`src/sld_regs.svh`:
```
// Register offsets, field positions, reset values and timing counts
`ifndef SLD_REGS_SVH
`define SLD_REGS_SVH

// Register word indices (byte address is four times the index)
`define SLD_IDX_CTRL    10'h000
`define SLD_IDX_STATUS  10'h001
`define SLD_IDX_NOISE   10'h085

// Control fields
`define SLD_CTRL_AUTO    0
`define SLD_CTRL_RATE_LO 1
`define SLD_CTRL_SEL_LO  4
`define SLD_NOISE_BIT    10

// Status fields
`define SLD_ST_LOCK     0
`define SLD_ST_VALID    1
`define SLD_ST_ALIGNED  2
`define SLD_ST_RATE_LO  3
`define SLD_ST_ASI      5
`define SLD_ST_PAIR     6

// Reset values
`define SLD_AUTO_RST    1'h1
`define SLD_RATE_RST    2'h0
`define SLD_SEL_RST     3'h3
`define SLD_NOISE_RST   1'h0

// Timing and framing
`define SLD_CLK_MHZ     100
`define SLD_GAP_US      10
`define SLD_GAP_CYC     ((`SLD_GAP_US) * (`SLD_CLK_MHZ))
`define SLD_ASI_RUN     32
`define SLD_ASI_WIN     128
`define SLD_HUNT_LINES  3
`define SLD_K28_NEG     10'h17C
`define SLD_K28_POS     10'h283

`endif

```
`src/sld_pkg.sv`:
```
// Types shared by the lock detect and word align block
package sld_pkg;

	typedef enum logic [1:0] {
		SLD_RT_HD = 2'h0,
		SLD_RT_SD = 2'h1,
		SLD_RT_3G = 2'h2
	} sld_rate_t;

	typedef enum logic [1:0] {
		SLD_ST_INVALID = 2'h0,
		SLD_ST_HUNT    = 2'h1,
		SLD_ST_LOCKED  = 2'h3
	} sld_state_t;

	typedef struct packed {
		logic       auto_rate;
		logic [1:0] man_rate;
		logic [2:0] lock_sel;
		logic       noise;
	} sld_ctrl_t;

	typedef struct packed {
		logic ser_clk;
		logic ser_data;
		logic pll;
		logic vpe;
		logic asi;
		logic stby;
		logic mism;
	} sld_pins_t;

endpackage

```
`src/sld_lock_align.sv`:
```
// Lock detection and word alignment for a multi-rate serial video receiver
`timescale 1ns/1ns
`include "sld_regs.svh"

// Functional notes
// System supplies a 27MHz reference by crystal or clock into one pin.
// Lock shows on status pin three by default, movable to any of six.
// Data-through mode: lock follows reclocker PLL lock alone.
// SMPTE mode: lock needs PLL lock and two TRS within two lines.
// Noise immunity in auto mode: last two TRS must share alignment.
// ASI mode: lock needs PLL lock and 32 good words in 128; the code needs the 32 in a row within one window.
// Standby holds the lock indication at its previous value.
// Lock search starts at reset release and runs continuously.
// Without a valid serial stream the lock indication stays low.
// After valid input, hunt for TRS or ASI sync words.
// Auto rate mode is default and cycles 3G, HD, SD while hunting.
// Manual rate mode holds the selected rate, lock within three lines.
// Gaps up to 10us tolerated; longer gaps drop rate and lock.
// NRZI to NRZ conversion and descrambling precede word alignment.
// Manual mode aligns only with processing enabled and ASI low.
// Auto mode commits alignment after two TRS with equal alignment.
// TRS checking is continuous; SMPTE lock ends when TRS stop.
// Both 8-bit and 10-bit TRS headers are recognised.
// Level B width mismatch: no alignment, stay in data-through.
// Descrambler uses x^9+x^4+1 after the x+1 NRZI decode.
// TRS preamble is one all-ones word then two all-zeros words.
module sld_lock_align #(
	parameter int LINE_BITS_SD = 17160,
	parameter int LINE_BITS_HD = 44000,
	parameter int LINE_BITS_3G = 88000
) (
	// Clock and reset
	input  wire logic        I_CORE_CLK,
	input  wire logic        I_RST_N,
	// APB slave
	input  wire logic        I_PSEL,
	input  wire logic        I_PENABLE,
	input  wire logic        I_PWRITE,
	input  wire logic [11:0] I_PADDR,
	input  wire logic [31:0] I_PWDATA,
	output logic      [31:0] O_PRDATA,
	output logic             O_PREADY,
	output logic             O_PSLVERR,
	// Recovered serial link
	input  wire logic        I_SER_CLK,
	input  wire logic        I_SER_DATA,
	// Mode and status pins
	input  wire logic        I_PLL_LOCKED,
	input  wire logic        I_VIDEO_PROCESSING_ENABLE,
	input  wire logic        I_ASI_MODE_SELECT,
	input  wire logic        I_STANDBY,
	input  wire logic        I_LEVEL_B_WIDTH_MISMATCH,
	// Lock and aligned words
	output logic       [5:0] O_STAT,
	output logic             O_LOCKED,
	output logic       [1:0] O_RATE,
	output logic       [9:0] O_WORD,
	output logic             O_WORD_VALID
);

	// ************************************************************
	// Helpers
	// ************************************************************
	function automatic logic trs_match(input logic [29:0] h,
		input logic ten);
		trs_match = (h[9:2] == 8'hFF) && (h[19:12] == 8'h00)
			&& (h[29:22] == 8'h00) && (!ten || ((h[1:0] == 2'h3)
			&& (h[11:10] == 2'h0) && (h[21:20] == 2'h0)));
	endfunction

	function automatic logic [18:0] line_len(
		input sld_pkg::sld_rate_t r, input int n);
		case (r)
			sld_pkg::SLD_RT_SD: line_len = 19'(LINE_BITS_SD * n);
			sld_pkg::SLD_RT_3G: line_len = 19'(LINE_BITS_3G * n);
			default:            line_len = 19'(LINE_BITS_HD * n);
		endcase
	endfunction

	function automatic logic ones_ok(input logic [9:0] w);
		logic [3:0] n;
		n = 4'h0;
		for (int i = 0; i < 10; i++)
			n = 4'(n + 4'(w[i]));
		ones_ok = (n >= 4'h4) && (n <= 4'h6);
	endfunction

	localparam logic [9:0] GAP_CYC  = 10'(`SLD_GAP_CYC);
	localparam logic [5:0] ASI_RUN  = 6'(`SLD_ASI_RUN);
	localparam logic [6:0] WIN_LAST = 7'(`SLD_ASI_WIN - 1);

	// ************************************************************
	// Pin synchroniser
	// ************************************************************
	sld_pkg::sld_pins_t pin_in;
	sld_pkg::sld_pins_t s1_reg;
	sld_pkg::sld_pins_t s2_reg;
	sld_pkg::sld_ctrl_t ctrl_reg;

	assign pin_in = {I_SER_CLK, I_SER_DATA, I_PLL_LOCKED,
		I_VIDEO_PROCESSING_ENABLE, I_ASI_MODE_SELECT, I_STANDBY,
		I_LEVEL_B_WIDTH_MISMATCH};

	always_ff @(posedge I_CORE_CLK) begin
		if (!I_RST_N) begin
			s1_reg <= '0;
			s2_reg <= '0;
		end else begin
			s1_reg <= pin_in;
			s2_reg <= s1_reg;
		end
	end

	wire pll  = s2_reg.pll;
	wire vpe  = s2_reg.vpe;
	wire asi  = s2_reg.asi;
	wire stby = s2_reg.stby;
	wire mism = s2_reg.mism;
	wire dthru_m = !asi && (!vpe || mism);
	wire smpte_m = !asi && vpe && !mism;
	wire asi_m   = asi && !vpe;

	// ************************************************************
	// Bit recovery, NRZI decode and descrambling
	// ************************************************************
	logic        clk_d_reg;
	logic        chk_reg;
	logic        prev_reg;
	logic [8:0]  scr_reg;
	logic [31:0] hist_reg;
	logic [9:0]  raw_reg;
	logic [3:0]  ph_reg;
	logic [9:0]  act_reg;

	// The link clock is only sampled, so each bit costs a full edge
	wire bit_en = s2_reg.ser_clk & ~clk_d_reg;
	wire nrz    = s2_reg.ser_data ^ prev_reg;
	wire descr  = nrz ^ scr_reg[3] ^ scr_reg[8];
	wire [3:0] ph_next = (ph_reg == 4'h9) ? 4'h0 : 4'(ph_reg + 4'h1);
	wire stream_valid = act_reg < GAP_CYC;
	wire [9:0] act_next = bit_en ? 10'h000 :
		(stream_valid ? 10'(act_reg + 10'h001) : act_reg);

	always_ff @(posedge I_CORE_CLK) begin
		if (!I_RST_N) begin
			clk_d_reg <= 1'b0;
			chk_reg   <= 1'b0;
			prev_reg  <= 1'b0;
			scr_reg   <= '0;
			hist_reg  <= '0;
			raw_reg   <= '0;
			ph_reg    <= 4'h0;
			act_reg   <= GAP_CYC;
		end else begin
			clk_d_reg <= s2_reg.ser_clk;
			chk_reg   <= bit_en;
			act_reg   <= act_next;
			if (bit_en) begin
				prev_reg <= s2_reg.ser_data;
				scr_reg  <= {scr_reg[7:0], nrz};
				hist_reg <= {descr, hist_reg[31:1]};
				raw_reg  <= {s2_reg.ser_data, raw_reg[9:1]};
				ph_reg   <= ph_next;
			end
		end
	end

	// ************************************************************
	// TRS detection and word alignment
	// ************************************************************
	sld_pkg::sld_rate_t rate_reg;
	logic [18:0] gap_reg;
	logic        have_reg;
	logic        pair_reg;
	logic        pair_al_reg;
	logic        aligned_reg;
	logic [3:0]  last_ph_reg;
	logic [3:0]  align_ph_reg;

	wire [18:0] win2 = line_len(rate_reg, 2);
	wire [18:0] win3 = line_len(rate_reg, `SLD_HUNT_LINES);
	// A 10-bit header after a set bit also looks like an 8-bit one a bit
	// or two early; each window is judged two bits late to tell them apart
	wire ten_now  = trs_match(hist_reg[29:0], 1'b1);
	wire ten_late = trs_match(hist_reg[30:1], 1'b1)
		|| trs_match(hist_reg[31:2], 1'b1);
	wire trs_hit = chk_reg && (ten_now
		|| (trs_match(hist_reg[29:0], 1'b0) && !ten_late));
	wire in_win   = gap_reg <= win2;
	wire trs_lost = gap_reg > win2;
	wire same_al  = have_reg && (ph_reg == last_ph_reg);
	wire align_en = !mism
		&& (ctrl_reg.auto_rate || (vpe && !asi));

	always_ff @(posedge I_CORE_CLK) begin
		if (!I_RST_N || !stream_valid) begin
			gap_reg      <= '0;
			have_reg     <= 1'b0;
			pair_reg     <= 1'b0;
			pair_al_reg  <= 1'b0;
			aligned_reg  <= 1'b0;
			last_ph_reg  <= 4'h0;
			align_ph_reg <= 4'h0;
		end else begin
			if (bit_en && !trs_lost)
				gap_reg <= 19'(gap_reg + 19'h00001);
			if (trs_lost) begin
				have_reg <= 1'b0;
				pair_reg <= 1'b0;
			end
			if (trs_lost || !align_en)
				aligned_reg <= 1'b0;
			// A hit in the same cycle as a loss wins
			if (trs_hit) begin
				gap_reg     <= '0;
				have_reg    <= 1'b1;
				last_ph_reg <= ph_reg;
				pair_reg    <= have_reg && in_win;
				pair_al_reg <= same_al;
				if (same_al && in_win && align_en) begin
					aligned_reg  <= 1'b1;
					align_ph_reg <= ph_reg;
				end
			end
		end
	end

	// ************************************************************
	// ASI sync and error-free word window
	// ************************************************************
	logic       asi_al_reg;
	logic [3:0] asi_ph_reg;
	logic [6:0] win_reg;
	logic [5:0] run_reg;
	logic       hit_reg;
	logic       asi_ok_reg;

	wire comma = chk_reg && ((raw_reg == `SLD_K28_NEG)
		|| (raw_reg == `SLD_K28_POS));
	wire asi_word = chk_reg && asi_al_reg && (ph_reg == asi_ph_reg);
	wire [5:0] run_next = !ones_ok(raw_reg) ? 6'h00 :
		((run_reg == ASI_RUN) ? run_reg : 6'(run_reg + 6'h01));

	always_ff @(posedge I_CORE_CLK) begin
		if (!I_RST_N || !stream_valid || !asi) begin
			asi_al_reg <= 1'b0;
			asi_ph_reg <= 4'h0;
			win_reg    <= '0;
			run_reg    <= '0;
			hit_reg    <= 1'b0;
			asi_ok_reg <= 1'b0;
		end else begin
			if (comma) begin
				asi_al_reg <= 1'b1;
				asi_ph_reg <= ph_reg;
			end
			if (asi_word) begin
				win_reg <= 7'(win_reg + 7'h01);
				run_reg <= run_next;
				if (run_next == ASI_RUN) begin
					hit_reg    <= 1'b1;
					asi_ok_reg <= 1'b1;
				end
				if (win_reg == WIN_LAST) begin
					run_reg <= '0;
					hit_reg <= 1'b0;
					if (!hit_reg && run_next != ASI_RUN)
						asi_ok_reg <= 1'b0;
				end
			end
		end
	end

	// ************************************************************
	// Rate selection and hunt
	// ************************************************************
	logic [18:0] hunt_reg;
	sld_pkg::sld_state_t st_reg;
	sld_pkg::sld_state_t st_next;

	wire sld_pkg::sld_rate_t rate_step =
		(rate_reg == sld_pkg::SLD_RT_3G) ? sld_pkg::SLD_RT_HD :
		(rate_reg == sld_pkg::SLD_RT_HD) ? sld_pkg::SLD_RT_SD :
		sld_pkg::SLD_RT_3G;
	wire locked_st = st_reg == sld_pkg::SLD_ST_LOCKED;

	always_ff @(posedge I_CORE_CLK) begin
		if (!I_RST_N) begin
			rate_reg <= sld_pkg::SLD_RT_3G;
			hunt_reg <= '0;
		end else if (!ctrl_reg.auto_rate) begin
			rate_reg <= sld_pkg::sld_rate_t'(ctrl_reg.man_rate);
			hunt_reg <= '0;
		end else if (!stream_valid) begin
			rate_reg <= sld_pkg::SLD_RT_3G;
			hunt_reg <= '0;
		end else if (locked_st || stby) begin
			hunt_reg <= '0;
		end else if (bit_en) begin
			if (hunt_reg >= win3) begin
				hunt_reg <= '0;
				rate_reg <= rate_step;
			end else
				hunt_reg <= 19'(hunt_reg + 19'h00001);
		end
	end

	// ************************************************************
	// Lock state machine
	// ************************************************************
	logic       lock_reg;
	logic [5:0] stat_reg;
	logic [5:0] stat_next;
	logic [9:0] word_reg;
	logic       wvalid_reg;

	wire noise_ok = !(ctrl_reg.noise && ctrl_reg.auto_rate)
		|| pair_al_reg;
	wire cond_ok = pll && (dthru_m
		|| (smpte_m && pair_reg && noise_ok)
		|| (asi_m && asi_ok_reg));

	always_comb begin
		st_next = st_reg;
		case (st_reg)
			sld_pkg::SLD_ST_INVALID:
				if (stream_valid) st_next = sld_pkg::SLD_ST_HUNT;
			sld_pkg::SLD_ST_HUNT:
				if (cond_ok) st_next = sld_pkg::SLD_ST_LOCKED;
			sld_pkg::SLD_ST_LOCKED:
				if (!cond_ok) st_next = sld_pkg::SLD_ST_HUNT;
			default:
				st_next = sld_pkg::SLD_ST_INVALID;
		endcase
		if (!stream_valid)
			st_next = sld_pkg::SLD_ST_INVALID;
		if (stby)
			st_next = st_reg;
	end

	generate
		for (genvar i = 0; i < 6; i++) begin : g_stat
			assign stat_next[i] = lock_reg
				&& (ctrl_reg.lock_sel == 3'(i));
		end
	endgenerate

	wire smpte_word = chk_reg && aligned_reg && (ph_reg == align_ph_reg);

	always_ff @(posedge I_CORE_CLK) begin
		if (!I_RST_N) begin
			st_reg     <= sld_pkg::SLD_ST_INVALID;
			lock_reg   <= 1'b0;
			stat_reg   <= '0;
			word_reg   <= '0;
			wvalid_reg <= 1'b0;
		end else begin
			st_reg     <= st_next;
			lock_reg   <= st_next == sld_pkg::SLD_ST_LOCKED;
			stat_reg   <= stat_next;
			wvalid_reg <= smpte_word || (asi_word && asi_m);
			if (smpte_word)
				word_reg <= hist_reg[29:20];
			else if (asi_word && asi_m)
				word_reg <= raw_reg;
		end
	end

	// ************************************************************
	// APB register file
	// ************************************************************
	logic [31:0] prdata_reg;
	logic [31:0] ctrl_word;
	logic [31:0] stat_word;

	wire [9:0] idx    = I_PADDR[11:2];
	wire hit_ctrl     = idx == `SLD_IDX_CTRL;
	wire hit_stat     = idx == `SLD_IDX_STATUS;
	wire hit_noise    = idx == `SLD_IDX_NOISE;
	wire hit_any      = hit_ctrl || hit_stat || hit_noise;
	wire setup_ph     = I_PSEL && !I_PENABLE;
	wire wr_en        = I_PSEL && I_PENABLE && I_PWRITE;
	wire [31:0] noise_word = 32'(ctrl_reg.noise) << `SLD_NOISE_BIT;
	wire [31:0] rd_mux = hit_ctrl ? ctrl_word : hit_stat ? stat_word :
		hit_noise ? noise_word : 32'h00000000;

	always_comb begin
		ctrl_word = '0;
		ctrl_word[`SLD_CTRL_AUTO] = ctrl_reg.auto_rate;
		ctrl_word[`SLD_CTRL_RATE_LO +: 2] = ctrl_reg.man_rate;
		ctrl_word[`SLD_CTRL_SEL_LO +: 3] = ctrl_reg.lock_sel;
		stat_word = '0;
		stat_word[`SLD_ST_LOCK] = lock_reg;
		stat_word[`SLD_ST_VALID] = stream_valid;
		stat_word[`SLD_ST_ALIGNED] = aligned_reg;
		stat_word[`SLD_ST_RATE_LO +: 2] = rate_reg;
		stat_word[`SLD_ST_ASI] = asi_ok_reg;
		stat_word[`SLD_ST_PAIR] = pair_reg;
	end

	// Read data is latched in the setup phase so the bus sees no wait
	always_ff @(posedge I_CORE_CLK) begin
		if (!I_RST_N) begin
			prdata_reg <= '0;
			ctrl_reg   <= '{`SLD_AUTO_RST, `SLD_RATE_RST,
				`SLD_SEL_RST, `SLD_NOISE_RST};
		end else begin
			if (setup_ph && !I_PWRITE)
				prdata_reg <= rd_mux;
			if (wr_en && hit_ctrl) begin
				ctrl_reg.auto_rate <= I_PWDATA[`SLD_CTRL_AUTO];
				ctrl_reg.man_rate  <= I_PWDATA[`SLD_CTRL_RATE_LO +: 2];
				ctrl_reg.lock_sel  <= I_PWDATA[`SLD_CTRL_SEL_LO +: 3];
			end
			if (wr_en && hit_noise)
				ctrl_reg.noise <= I_PWDATA[`SLD_NOISE_BIT];
		end
	end

	assign O_PRDATA     = prdata_reg;
	assign O_PREADY     = 1'b1;
	assign O_PSLVERR    = I_PSEL && I_PENABLE && !hit_any;
	assign O_STAT       = stat_reg;
	assign O_LOCKED     = lock_reg;
	assign O_RATE       = rate_reg;
	assign O_WORD       = word_reg;
	assign O_WORD_VALID = wvalid_reg;
endmodule // sld_lock_align

```
`config.mk`:
```
export PLATFORM = sky130hd
export DESIGN_NAME = sld_lock_align
export DESIGN_NICKNAME = d
export VERILOG_FILES = /design/src/sld_pkg.sv /design/src/sld_lock_align.sv
export VERILOG_INCLUDE_DIRS = /design/src
export SDC_FILE = /design/constraint.sdc
export NUM_CORES = 1
export LEC_CHECK = 0
export BUFFER_PORTS_ARGS = -buffer_cell sky130_fd_sc_hd__buf_2
export CORE_UTILIZATION = 45
export DETAILED_ROUTE_END_ITERATION = 12
export PLACE_DENSITY = 0.76
export SYNTH_ARGS = -nofsm -noshare
export SYNTH_HDL_FRONTEND = slang
export SYNTH_SLANG_ARGS = --single-unit
export TNS_END_PERCENT = 100
```
`constraint.sdc`:
```
create_clock -name I_CORE_CLK -period 9.8 [get_ports I_CORE_CLK]
set_input_delay 1.96 -clock I_CORE_CLK [delete_from_list [all_inputs] [get_ports I_CORE_CLK]]
set_output_delay 1.96 -clock I_CORE_CLK [all_outputs]
set_load 0.1 [all_outputs]
```
==> summary.md, run 1 <==
| Metric | Value |
|---|---|
| Multi-input gate area | 4890 um2 |
| Avg Vias per Cell | 5.20 |
| Final worst slack | 4.85 ns |
| # hold bufs at CTS | 0 |
| VDD IR max | 127 uV |
| F_max | 0.202 GHz |
| WP buf/inv | 2 |
| Rel. slew slack | 0.246 |
| Cell Pwr Density | 161 nW/um2 |
| Worst path cell trace | buf_2, nand3_1, o21ai_0, a31oi_1, buf_2 |
| Pleak | 3.97 nW |
| Clock sinks | 187 |
| CP top delay family | buffers and inverters |
| Dpl hpwl | 11,900 um |
| Post-CTS Setup Bufs | 0 |
| Post-layout nets | 1,163 |
| Synth area leader | dfxtp_1 |
| Final setup fails | 0 |
| Full die area | 20,800 um2 |
| First-pass GRT wire length | 30,000 um |
| CP arrival | 2.99 ns |
| YS warnings | 0 |
| Crit path max fanout | 9 |
| Main combinational cell family by area after synthesis | simple AND/OR/NAND/NOR gates |
| Dominant synthesized flop cell | dfxtp_1 |
| Die H | 144 um |
| Placed insts | 1,308 |
| Area of all sequential standard cells | 3740 um2 |
| Most common cell in the netlist | dfxtp_1 |
| IO Pins | 110 |
| IO buf count | 57 |
| Max-cap viol count | 0 |
| Die Wd | 144 um |
| Synthesized cell area | 9080 um2 |
| Worst-skew pair later-pin latency | 0.45 ns |
| Gp weighted congestion | 0.774 |
| Ranking of synthesized cells by area | dfxtp_1 41%, nand2_1 7.2%, ha_1 5.4% |
| H-tree depth | 4 |
| Max reg flops | 31 |
| Antenna violations before repair | 0 |
| Vias | 6,966 |
| Post-synth EDFFs | 0 |
| Vias in the first global route | 6,554 |
| Row cnt | 51 |
| Drt first-iter violations | 291 |
| Startpoint class of the critical path | input port |
| Final Non-Filler Cells | 1,340 |
| Xor/xnor cell area share of the yosys netlist | 0.0588 |
| Critical Path Sink Type | output pin |
| Finished Cell Area | 10,000 um2 |
| Worst slack, placed | 4.87 ns |
| Worst path slowest cell | buf_2 |
| Final core occ | 0.512 |
| Num CTS Buffers | 17 |
| Setup_tns | 0 ns |
| DRT Wirelength | 17,600 um |
| Multiplexer area fraction after synthesis | 0.0452 |
| Hold Crit Class | reg -> reg |
| CTS Root Cell | clkbuf_16 |
| Cell mode on critical path | buf_2 |
| RSZ-0062 raised after global routing | no |
| Data required, critical path | 7.84 ns |
| Clock Skews | 0.0115 ns |
| Core ar. | 19,600 um2 |
| Fin crit share | 0.505 |
| Cell variety after synth | 64 |
| Syn Area/Cell | 8.82 um2 |
| Clock transition at path regs | 0.07 ns |
| Synth cell count leaders | 187 x dfxtp_1, 173 x nand2_1, 84 x nor2_1 |
| Synth Area in Compound Gates | 0.139 |
| Outcome | finished, final reports clean |
| FF+latch count, synth | 187 |
| Largest net degree at the start of global routing | 111 |
| Post-synth ARST share | 0 |
| Clock Path Buffers | 2 |
| PostCTS Resize Cnt | 0 |
| Post-Synth Simple-Gate Area | 0.217 |
| Filler cells | 1,817 |
| Layout cells sized above 1 | 0.114 |
| Starting density of the core | 0.463 |
| CP max stage delay | 0.45 ns |
| Remaining antenna violation count | 0 |
| WS Path Type | in -> out |
| Gr usage total | 0.181 |
| DRC | 0 |
| Gr ovfl total | 0 |
| Synth Instances | 1,029 |
| DR WL/cell | 13.1 um |
| Final hold violations | 0 |
| CTS tree | done |
| Top cell type's share of synthesized area | 0.412 |
| Seq/Total Area, Yosys | 0.412 |
| Final min period | 4.95 ns |
| # diodes | 0 |
| Post-synthesis adder-cell area fraction | 0.0670 |
| Worst Tran Pin Value | 1.13 ns |
| Slew Viols, Final | 0 |
| Area after detailed placement | 9450 um2 |
| TritonRoute pass-1 iters | 5 |
| Area Overhead vs Synth | 10.5% |
[layout by cell type (no fill, tap or decap), types with 4 or more instances in the layout]
master,netlist,layout
dfxtp_1,187,187
nand2_1,173,173
nor2_1,84,84
buf_2,2,57
a21boi_0,49,49
mux2i_1,41,41
inv_1,39,39
ha_1,39,39
o21ai_0,33,33
a21oi_1,32,32
xnor2_1,32,32
and2_1,31,31
xor2_1,29,29
nand4_1,26,26
conb_1,2,25
nand3_1,22,22
clkbuf_16,0,17
nor3_1,13,13
and3_1,12,12
o211a_1,12,12
nor2b_1,11,10
nor4_1,7,7
a2111oi_2,6,6
fa_1,6,6
buf_4,26,6
nand3b_1,5,5
nor4b_1,4,4
a21o_1,4,4
or3_1,4,4
o211ai_1,4,4
a211oi_2,4,4
clkinv_4,0,4
[layer usage]
metal | share of wire | wire [um] | GRT usage
met1 | 0.48 | 8410 | 0.223
met2 | 0.47 | 8280 | 0.308
met3 | 0.038 | 672 | 0.0417
met4 | 0.014 | 238 | 0.0594
met5 | 0 | 0 | 0
[where the power goes]
part | total [mW] | internal, mW | leakage (nW) | switching, mW
combinational | 0.146 | 0.0353 | 2.17 | 0.111
sequential | 0.777 | 0.768 | 1.51 | 0.00876
clock | 0.689 | 0.380 | 0.282 | 0.309
[stage by stage]
step	hold WS, ns	power [mW]
floorplan	0.412	0.919
global placement	0.415	0.936
finish	0.437	1.61
detailed placement	0.423	0.940
global route	0.460	1.67
CTS	0.441	1.63
[worst reg2reg max path, stage by stage (launching register included)]
cell and delay [ns]:
dfxtp_1 0.42, inv_1 0.11, fa_1 0.53, fa_1 0.44, fa_1 0.50, inv_1 0.04, ha_1 0.20, fa_1 0.38
a211oi_1 0.22, mux2i_1 0.11, a21oi_1 0.24, and3_1 0.29, and2_1 0.20, nand3b_1 0.09, a21oi_1 0.13
[kinds of logic (layout without fill, tap and decap cells)]
| group | Yosys count | in the layout |
|---|---|---|
| AND/OR/NAND/NOR | 413 | 413 |
| flip-flops | 187 | 187 |
| AO/OA/AOI/OAI | 169 | 169 |
| buffers and inverters | 111 | 134 |
| XOR/XNOR | 61 | 61 |
| adder cells (fa/ha/maj) | 45 | 45 |
| multiplexers | 41 | 41 |
| other | 2 | 25 |
[cell type report]
cell class                      count  share of cell area
Sequential cell                   187               0.373
Clock inverter                     15              0.0165
Multi-Input combinational cell    754               0.488
Clock buffer                       17              0.0424
Inverter                           39              0.0146
Timing Repair Buffer               63              0.0329
Tap cell                          265              0.0330
[path summary, 6_finish.rpt]
kind	from	endpoint	slack [ns]	depth (start not counted)
max	I_PADDR[2]	O_PSLVERR	4.85	5
min reg2reg	s1_reg[6]$_SDFF_PN0_	s2_reg[6]$_SDFF_PN0_	0.44	1
max reg2reg	raw_reg[1]$_SDFFE_PN0P_	run_reg[2]$_SDFFE_PP0P_	5.80	14
min	s1_reg[6]$_SDFF_PN0_	s2_reg[6]$_SDFF_PN0_	0.44	1
Note: power is estimated with default switching activity, not from simulation.
==> inputs of run 2 (changes only) <==
Clock period 9.8 ns to 4.7 ns, I/O delays scaled along.
==> run 2 against run 1 <==
Against the previous run: core utilization is essentially flat; final cell count is the same; via count shrank 0.29%; setup slack lost 4.1 ns; critical endpoint is now run_reg[2]$_SDFFE_PP0P_; largest power group unchanged; power grew 110%; clock skew shrank 0.00052 ns; wire length is essentially flat; critical path type is now reg -> reg; first-iteration DRC count grew 34%; count of clock-buffer cells in the layout grew 1; flip-flop and latch count is the same; clock power grew 110%.
==> summary.md, run 2 (same netlist as run 1, synthesis figures left out) <==
| Metric | Value |
|---|---|
| VDD IR max | 249 uV |
| Final min period | 3.96 ns |
| DRT Wirelength | 17,600 um |
| Core ar. | 19,600 um2 |
| Die Wd | 144 um |
| Final hold violations | 0 |
| # hold bufs at CTS | 0 |
| Max reg flops | 31 |
| Critical Path Sink Type | flop |
| Layout cells sized above 1 | 0.114 |
| Worst-case hold path end point | mism$_SDFF_PN0_ |
| Max-cap viol count | 0 |
| Row cnt | 51 |
| Busiest grt layer | met2 |
| CP arrival | 4.31 ns |
| RSZ-0062 raised after global routing | no |
| M3 GR Usage | 0.0371 |
| Die H | 144 um |
| Clock Path Buffers | 2 |
| Leading cell types in the layout, fill and taps excluded | 187 x dfxtp_1, 173 x nand2_1, 84 x nor2_1 |
| IO buf count | 57 |
| Post-layout nets | 1,163 |
| Data required, critical path | 5.05 ns |
| Dpl hpwl | 11,900 um |
| Pwr Total | 3.35 mW |
| Vias in the first global route | 6,463 |
| FF-to-FF path depth | 14 |
| Startpoint class of the critical path | flop |
| Avg Vias per Cell | 5.18 |
| TritonRoute pass-1 iters | 5 |
| Remaining antenna violation count | 0 |
| Pleak | 3.98 nW |
| Num CTS Buffers | 17 |
| Outcome | finished, final reports clean |
| CTS tree | done |
| Worst r2r dst | run_reg[2]$_SDFFE_PP0P_ |
| Full die area | 20,800 um2 |
| Filler cells | 1,799 |
| Final setup fails | 0 |
| # diodes | 0 |
| Crit path max fanout | 4 |
| Area Overhead vs Synth | 10.5% |
| Flop-to-flop setup slack | 0.74 ns |
| Rel. slew slack | 0.254 |
| Starting density of the core | 0.463 |
| Gr ovfl total | 0 |
| DRC | 0 |
| Met2 Resource Use GR | 0.300 |
| Drt first-iter violations | 390 |
| Clock sinks | 187 |
| Post-CTS Setup Bufs | 0 |
| Worst path cell trace | inv_1, fa_1, fa_1, fa_1, inv_1, ha_1, fa_1, a211oi_1, mux2i_1, a21oi_1, and3_1, and2_1, nand3b_1, a21oi_1 |
| Worst Tran Pin Value | 1.12 ns |
| Setup_tns | 0 ns |
| Vias | 6,946 |
| Gr usage total | 0.181 |
| Fin crit share | 0.842 |
| Final Non-Filler Cells | 1,340 |
| Clock transition at path regs | 0.07 ns |
| Met1 global-route usage | 0.233 |
| DR WL/cell | 13.1 um |
| PostCTS Resize Cnt | 0 |
| WS Path Type | reg -> reg |
| Hold depth | 1 |
| Worst path slowest cell | fa_1 |
| Antenna violations before repair | 0 |
| Hold Crit Class | reg -> reg |
| Gp weighted congestion | 0.795 |
| First-pass GRT wire length | 30,000 um |
| F_max | 0.253 GHz |
| Cell mode on critical path | fa_1 |
| CP max stage delay | 0.56 ns |
| IO Pins | 110 |
| CTS Root Cell | clkbuf_16 |
| Worst-skew pair later-pin latency | 0.44 ns |
| Commonest non-fill, non-tap cell in the layout | dfxtp_1 |
| H-tree depth | 4 |
| Slew Viols, Final | 0 |
| Largest net degree at the start of global routing | 107 |
| HP Start | s1_reg[0]$_SDFF_PN0_ |
| Clock Skews | 0.0110 ns |
| Launch point of the worst reg-to-reg path | raw_reg[0]$_SDFFE_PN0P_ |
| Cell Pwr Density | 334 nW/um2 |
| Placed insts | 1,308 |
## run 2: per-stage QoR
step | instance area [um2] | setup slack [ns] | util | hold WS [ns]
floorplan | 9170 | 0.826 | - | 0.412
global placement | 9450 | 0.875 | 0.482 | 0.415
detailed placement | 9450 | 0.797 | 0.482 | 0.422
CTS | 10000 | 0.773 | 0.512 | 0.434
global route | 10000 | 0.443 | 0.512 | 0.461
finish | 10000 | 0.742 | 0.512 | 0.434
## run 2: layer usage
metal / wire, um / vias to the layer above / share of wire
met5: 0 / - / 0
met3: 779 / 22 / 0.044
met1: 8420 / 3268 / 0.48
met2: 8170 / 145 / 0.46
li1: - / 3511 / -
met4: 244 / 0 / 0.014
## run 2: power breakdown
group / switching (mW) / total (mW) / internal, mW
Sequential: 0.0172 / 1.62 / 1.60
Clock: 0.624 / 1.42 / 0.800
Combinational: 0.232 / 0.306 / 0.0739
## run 2: final cells by class
class | count | area (um2) | share of cell area
multi-input cells | 754 | 4890 | 0.488
well taps | 265 | 332 | 0.0331
inverters | 39 | 146 | 0.0146
clock inverters | 14 | 145 | 0.0145
flip-flops and latches | 187 | 3740 | 0.373
clock buffers | 18 | 439 | 0.0438
repair buffers | 63 | 330 | 0.0329
## run 2: how the worst max path moves through the flow
stage	startpoint	endpoint	depth (start not counted)
floorplan	I_PADDR[2]	O_PSLVERR	4
global placement	raw_reg[1]$_SDFFE_PN0P_	run_reg[2]$_SDFFE_PP0P_	14
detailed placement	prev_reg$_SDFFE_PN0P_	run_reg[2]$_SDFFE_PP0P_	14
CTS	raw_reg[0]$_SDFFE_PN0P_	run_reg[2]$_SDFFE_PP0P_	14
global route	raw_reg[0]$_SDFFE_PN0P_	run_reg[2]$_SDFFE_PP0P_	14
finish	raw_reg[0]$_SDFFE_PN0P_	run_reg[2]$_SDFFE_PP0P_	14
## run 2: worst max-delay path, delay by kind of cell (launching register included)
family / cells / cell delay, ns
buffers and inverters: 2 / 0.13
muxes: 1 / 0.11
and+or+nand+nor: 3 / 0.55
DFF: 1 / 0.38
AOI/OAI and AO/OA: 3 / 0.61
adders and majority gates: 5 / 2.09
==> inputs of run 3 (changes only) <==
Settings changed: PLACE_DENSITY 0.76 to 0.79.
Clock period 4.7 ns to 3.4 ns, I/O delays scaled along.
==> run 3 against run 2 <==
Against the previous run: the run now ends with negative setup slack left; non-clock buffer count up 22; global-route usage grew 0.62 points; sequential share of layout area decreased by 0.94 points; count of clock-buffer cells in the layout unchanged; sequential power rose by 38%; maximum frequency grew 12%; cell area grew 2.8%; via count is 1.3% higher; flip-flop and latch count unchanged.
==> summary.md, run 3 (same netlist as run 1, synthesis figures left out) <==
| Metric | Value |
|---|---|
| Outcome | complete, but fails checks |
| Failing checks | negative setup slack |
| M3 GR Usage | 0.0440 |
| Multi-input gate area | 4930 um2 |
| TritonRoute pass-1 iters | 8 |
| Clock sinks | 187 |
| Drt first-iter violations | 387 |
| Startpoint class of the critical path | flop |
| Worst Tran Pin Value | 0.712 ns |
| Crit path max fanout | 3 |
| Critical Path Sink Type | flop |
| Met1 global-route usage | 0.242 |
| Gp weighted congestion | 0.868 |
| Avg Vias per Cell | 5.17 |
| Vias in the first global route | 6,535 |
| Launch point of the worst reg-to-reg path | prev_reg$_SDFFE_PN0P_ |
| CP arrival | 3.86 ns |
| Largest net degree at the start of global routing | 85 |
| Num CTS Buffers | 17 |
| Filler cells | 1,737 |
| Antenna violations before repair | 0 |
| Fin crit share | 1.04 |
| CTS Root Cell | clkbuf_16 |
| Pleak | 4.11 nW |
| IO buf count | 57 |
| Vias | 7,036 |
| H-tree depth | 4 |
| Die H | 144 um |
| Min Hold Slack | 0.434 ns |
| Busiest grt layer | met2 |
| Clock Path Buffers | 2 |
| DRT Wirelength | 18,600 um |
| Clock Skews | 0.0113 ns |
| Gr usage total | 0.187 |
| Dpl hpwl | 12,700 um |
| Hold Crit Class | reg -> reg |
| First-pass GRT wire length | 31,000 um |
| F_max | 0.284 GHz |
| DRC | 0 |
| Row cnt | 51 |
| IO Pins | 110 |
| Rel. slew slack | 0.524 |
| HP Start | s1_reg[5]$_SDFF_PN0_ |
| Flop-to-flop setup slack | -0.12 ns |
| Full die area | 20,800 um2 |
| Die Wd | 144 um |
| Met2 Resource Use GR | 0.315 |
| Commonest non-fill, non-tap cell in the layout | dfxtp_1 |
| Remaining antenna violation count | 0 |
| Cell Pwr Density | 468 nW/um2 |
| Slew Viols, Final | 0 |
| Worst-case hold path end point | s2_reg[5]$_SDFF_PN0_ |
| Worst r2r dst | run_reg[2]$_SDFFE_PP0P_ |
| Hold depth | 1 |
| RSZ-0062 raised after global routing | yes |
| FF-to-FF path depth | 14 |
| Area of all sequential standard cells | 3750 um2 |
| Pwr Total | 4.82 mW |
| CTS tree | done |
| WS Path Type | reg -> reg |
| DR WL/cell | 13.7 um |
| Clock transition at path regs | 0.07 ns |
| Max reg flops | 31 |
| Worst-skew pair later-pin latency | 0.43 ns |
| Max-cap viol count | 0 |
| Data required, critical path | 3.74 ns |
| Leading cell types in the layout, fill and taps excluded | 181 x dfxtp_1, 172 x nand2_1, 84 x nor2_1 |
| Area Overhead vs Synth | 13.5% |
| # diodes | 0 |
| Final worst slack | -0.123 ns |
| Gr ovfl total | 0 |
| Layout cells sized above 1 | 0.147 |
| Post-layout nets | 1,185 |
| Final hold violations | 0 |
| Core ar. | 19,600 um2 |
| VDD IR max | 331 uV |
| Final setup fails | 7 |
| Final min period | 3.52 ns |
| Starting density of the core | 0.463 |
==> run 3: changes by cell type in the layout (fill, tap and decap cells not counted), sizes merged <==
cell	previous run	this run
buf	63	85
clkinv	8	4
bufinv	2	4
inv	42	44
==> run 3: repair_timing <==
item / CTS / global route
setup endpoints to repair: 7 / 8
resized for setup: 3 / 8
buffers inserted: 2 / 0
hold buffers: 0 / 0
pin swaps: 5 / 4
==> run 3: cell type report <==
type	count	area share
Multi-Input combinational cell	754	0.478
Sequential cell	187	0.364
Timing Repair Buffer	85	0.0493
Clock buffer	18	0.0426
Tap cell	265	0.0322
Clock inverter	14	0.0200
Inverter	39	0.0142
==> run 3: how the worst max path moves through the flow <==
stage | end | slack (ns) | start
3_3_place_gp | run_reg[0]$_SDFFE_PP0P_ | -0.07 | prev_reg$_SDFFE_PN0P_
3_5_place_dp | run_reg[0]$_SDFFE_PP0P_ | -0.17 | prev_reg$_SDFFE_PN0P_
4_1_cts | run_reg[2]$_SDFFE_PP0P_ | -0.09 | prev_reg$_SDFFE_PN0P_
5_1_grt | run_reg[2]$_SDFFE_PP0P_ | -0.24 | prev_reg$_SDFFE_PN0P_
6_report | run_reg[2]$_SDFFE_PP0P_ | -0.12 | prev_reg$_SDFFE_PN0P_
2_1_floorplan | run_reg[2]$_SDFFE_PP0P_ | -0.03 | prev_reg$_SDFFE_PN0P_
==> run 3: per-stage QoR <==
stage / cell area, um2 / setup TNS (ns) / worst slack, ns / cells / util
floorplan: 9190 / -0.0265 / -0.0265 / 1052 / -
global placement: 9630 / -0.278 / -0.0695 / 1328 / 0.492
detailed placement: 9630 / -0.922 / -0.171 / 1328 / 0.492
CTS: 10300 / -0.314 / -0.0864 / 1362 / 0.525
global route: 10300 / -1.46 / -0.243 / 1362 / 0.526
finish: 10300 / -0.484 / -0.123 / 1362 / 0.526
==> run 3: routing by layer <==
metal,wire [um],vias up
li1,-,3565
met1,8630,3331
met2,9150,130
met3,726,10
met4,95,0
met5,0,-
==> run 3: critical path, cell delays in order (launching register included) <==
cell and delay (ns):
dfxtp_2 0.33, fa_1 0.56, inv_2 0.05, fa_1 0.46, fa_1 0.51, inv_2 0.05
ha_4 0.15, fa_2 0.34, a211oi_2 0.15, mux2i_1 0.11, a21oi_2 0.17, and3_1 0.20
and2_4 0.15, nand3b_1 0.08, a21oi_1 0.14
==> run 3: power by group <==
part	leakage, nW	total, mW	switching [mW]	internal, mW
combinational	2.28	0.435	0.324	0.111
sequential	1.51	2.24	0.0243	2.22
clock	0.317	2.15	0.876	1.27
total	4.11	4.82	1.22	3.60
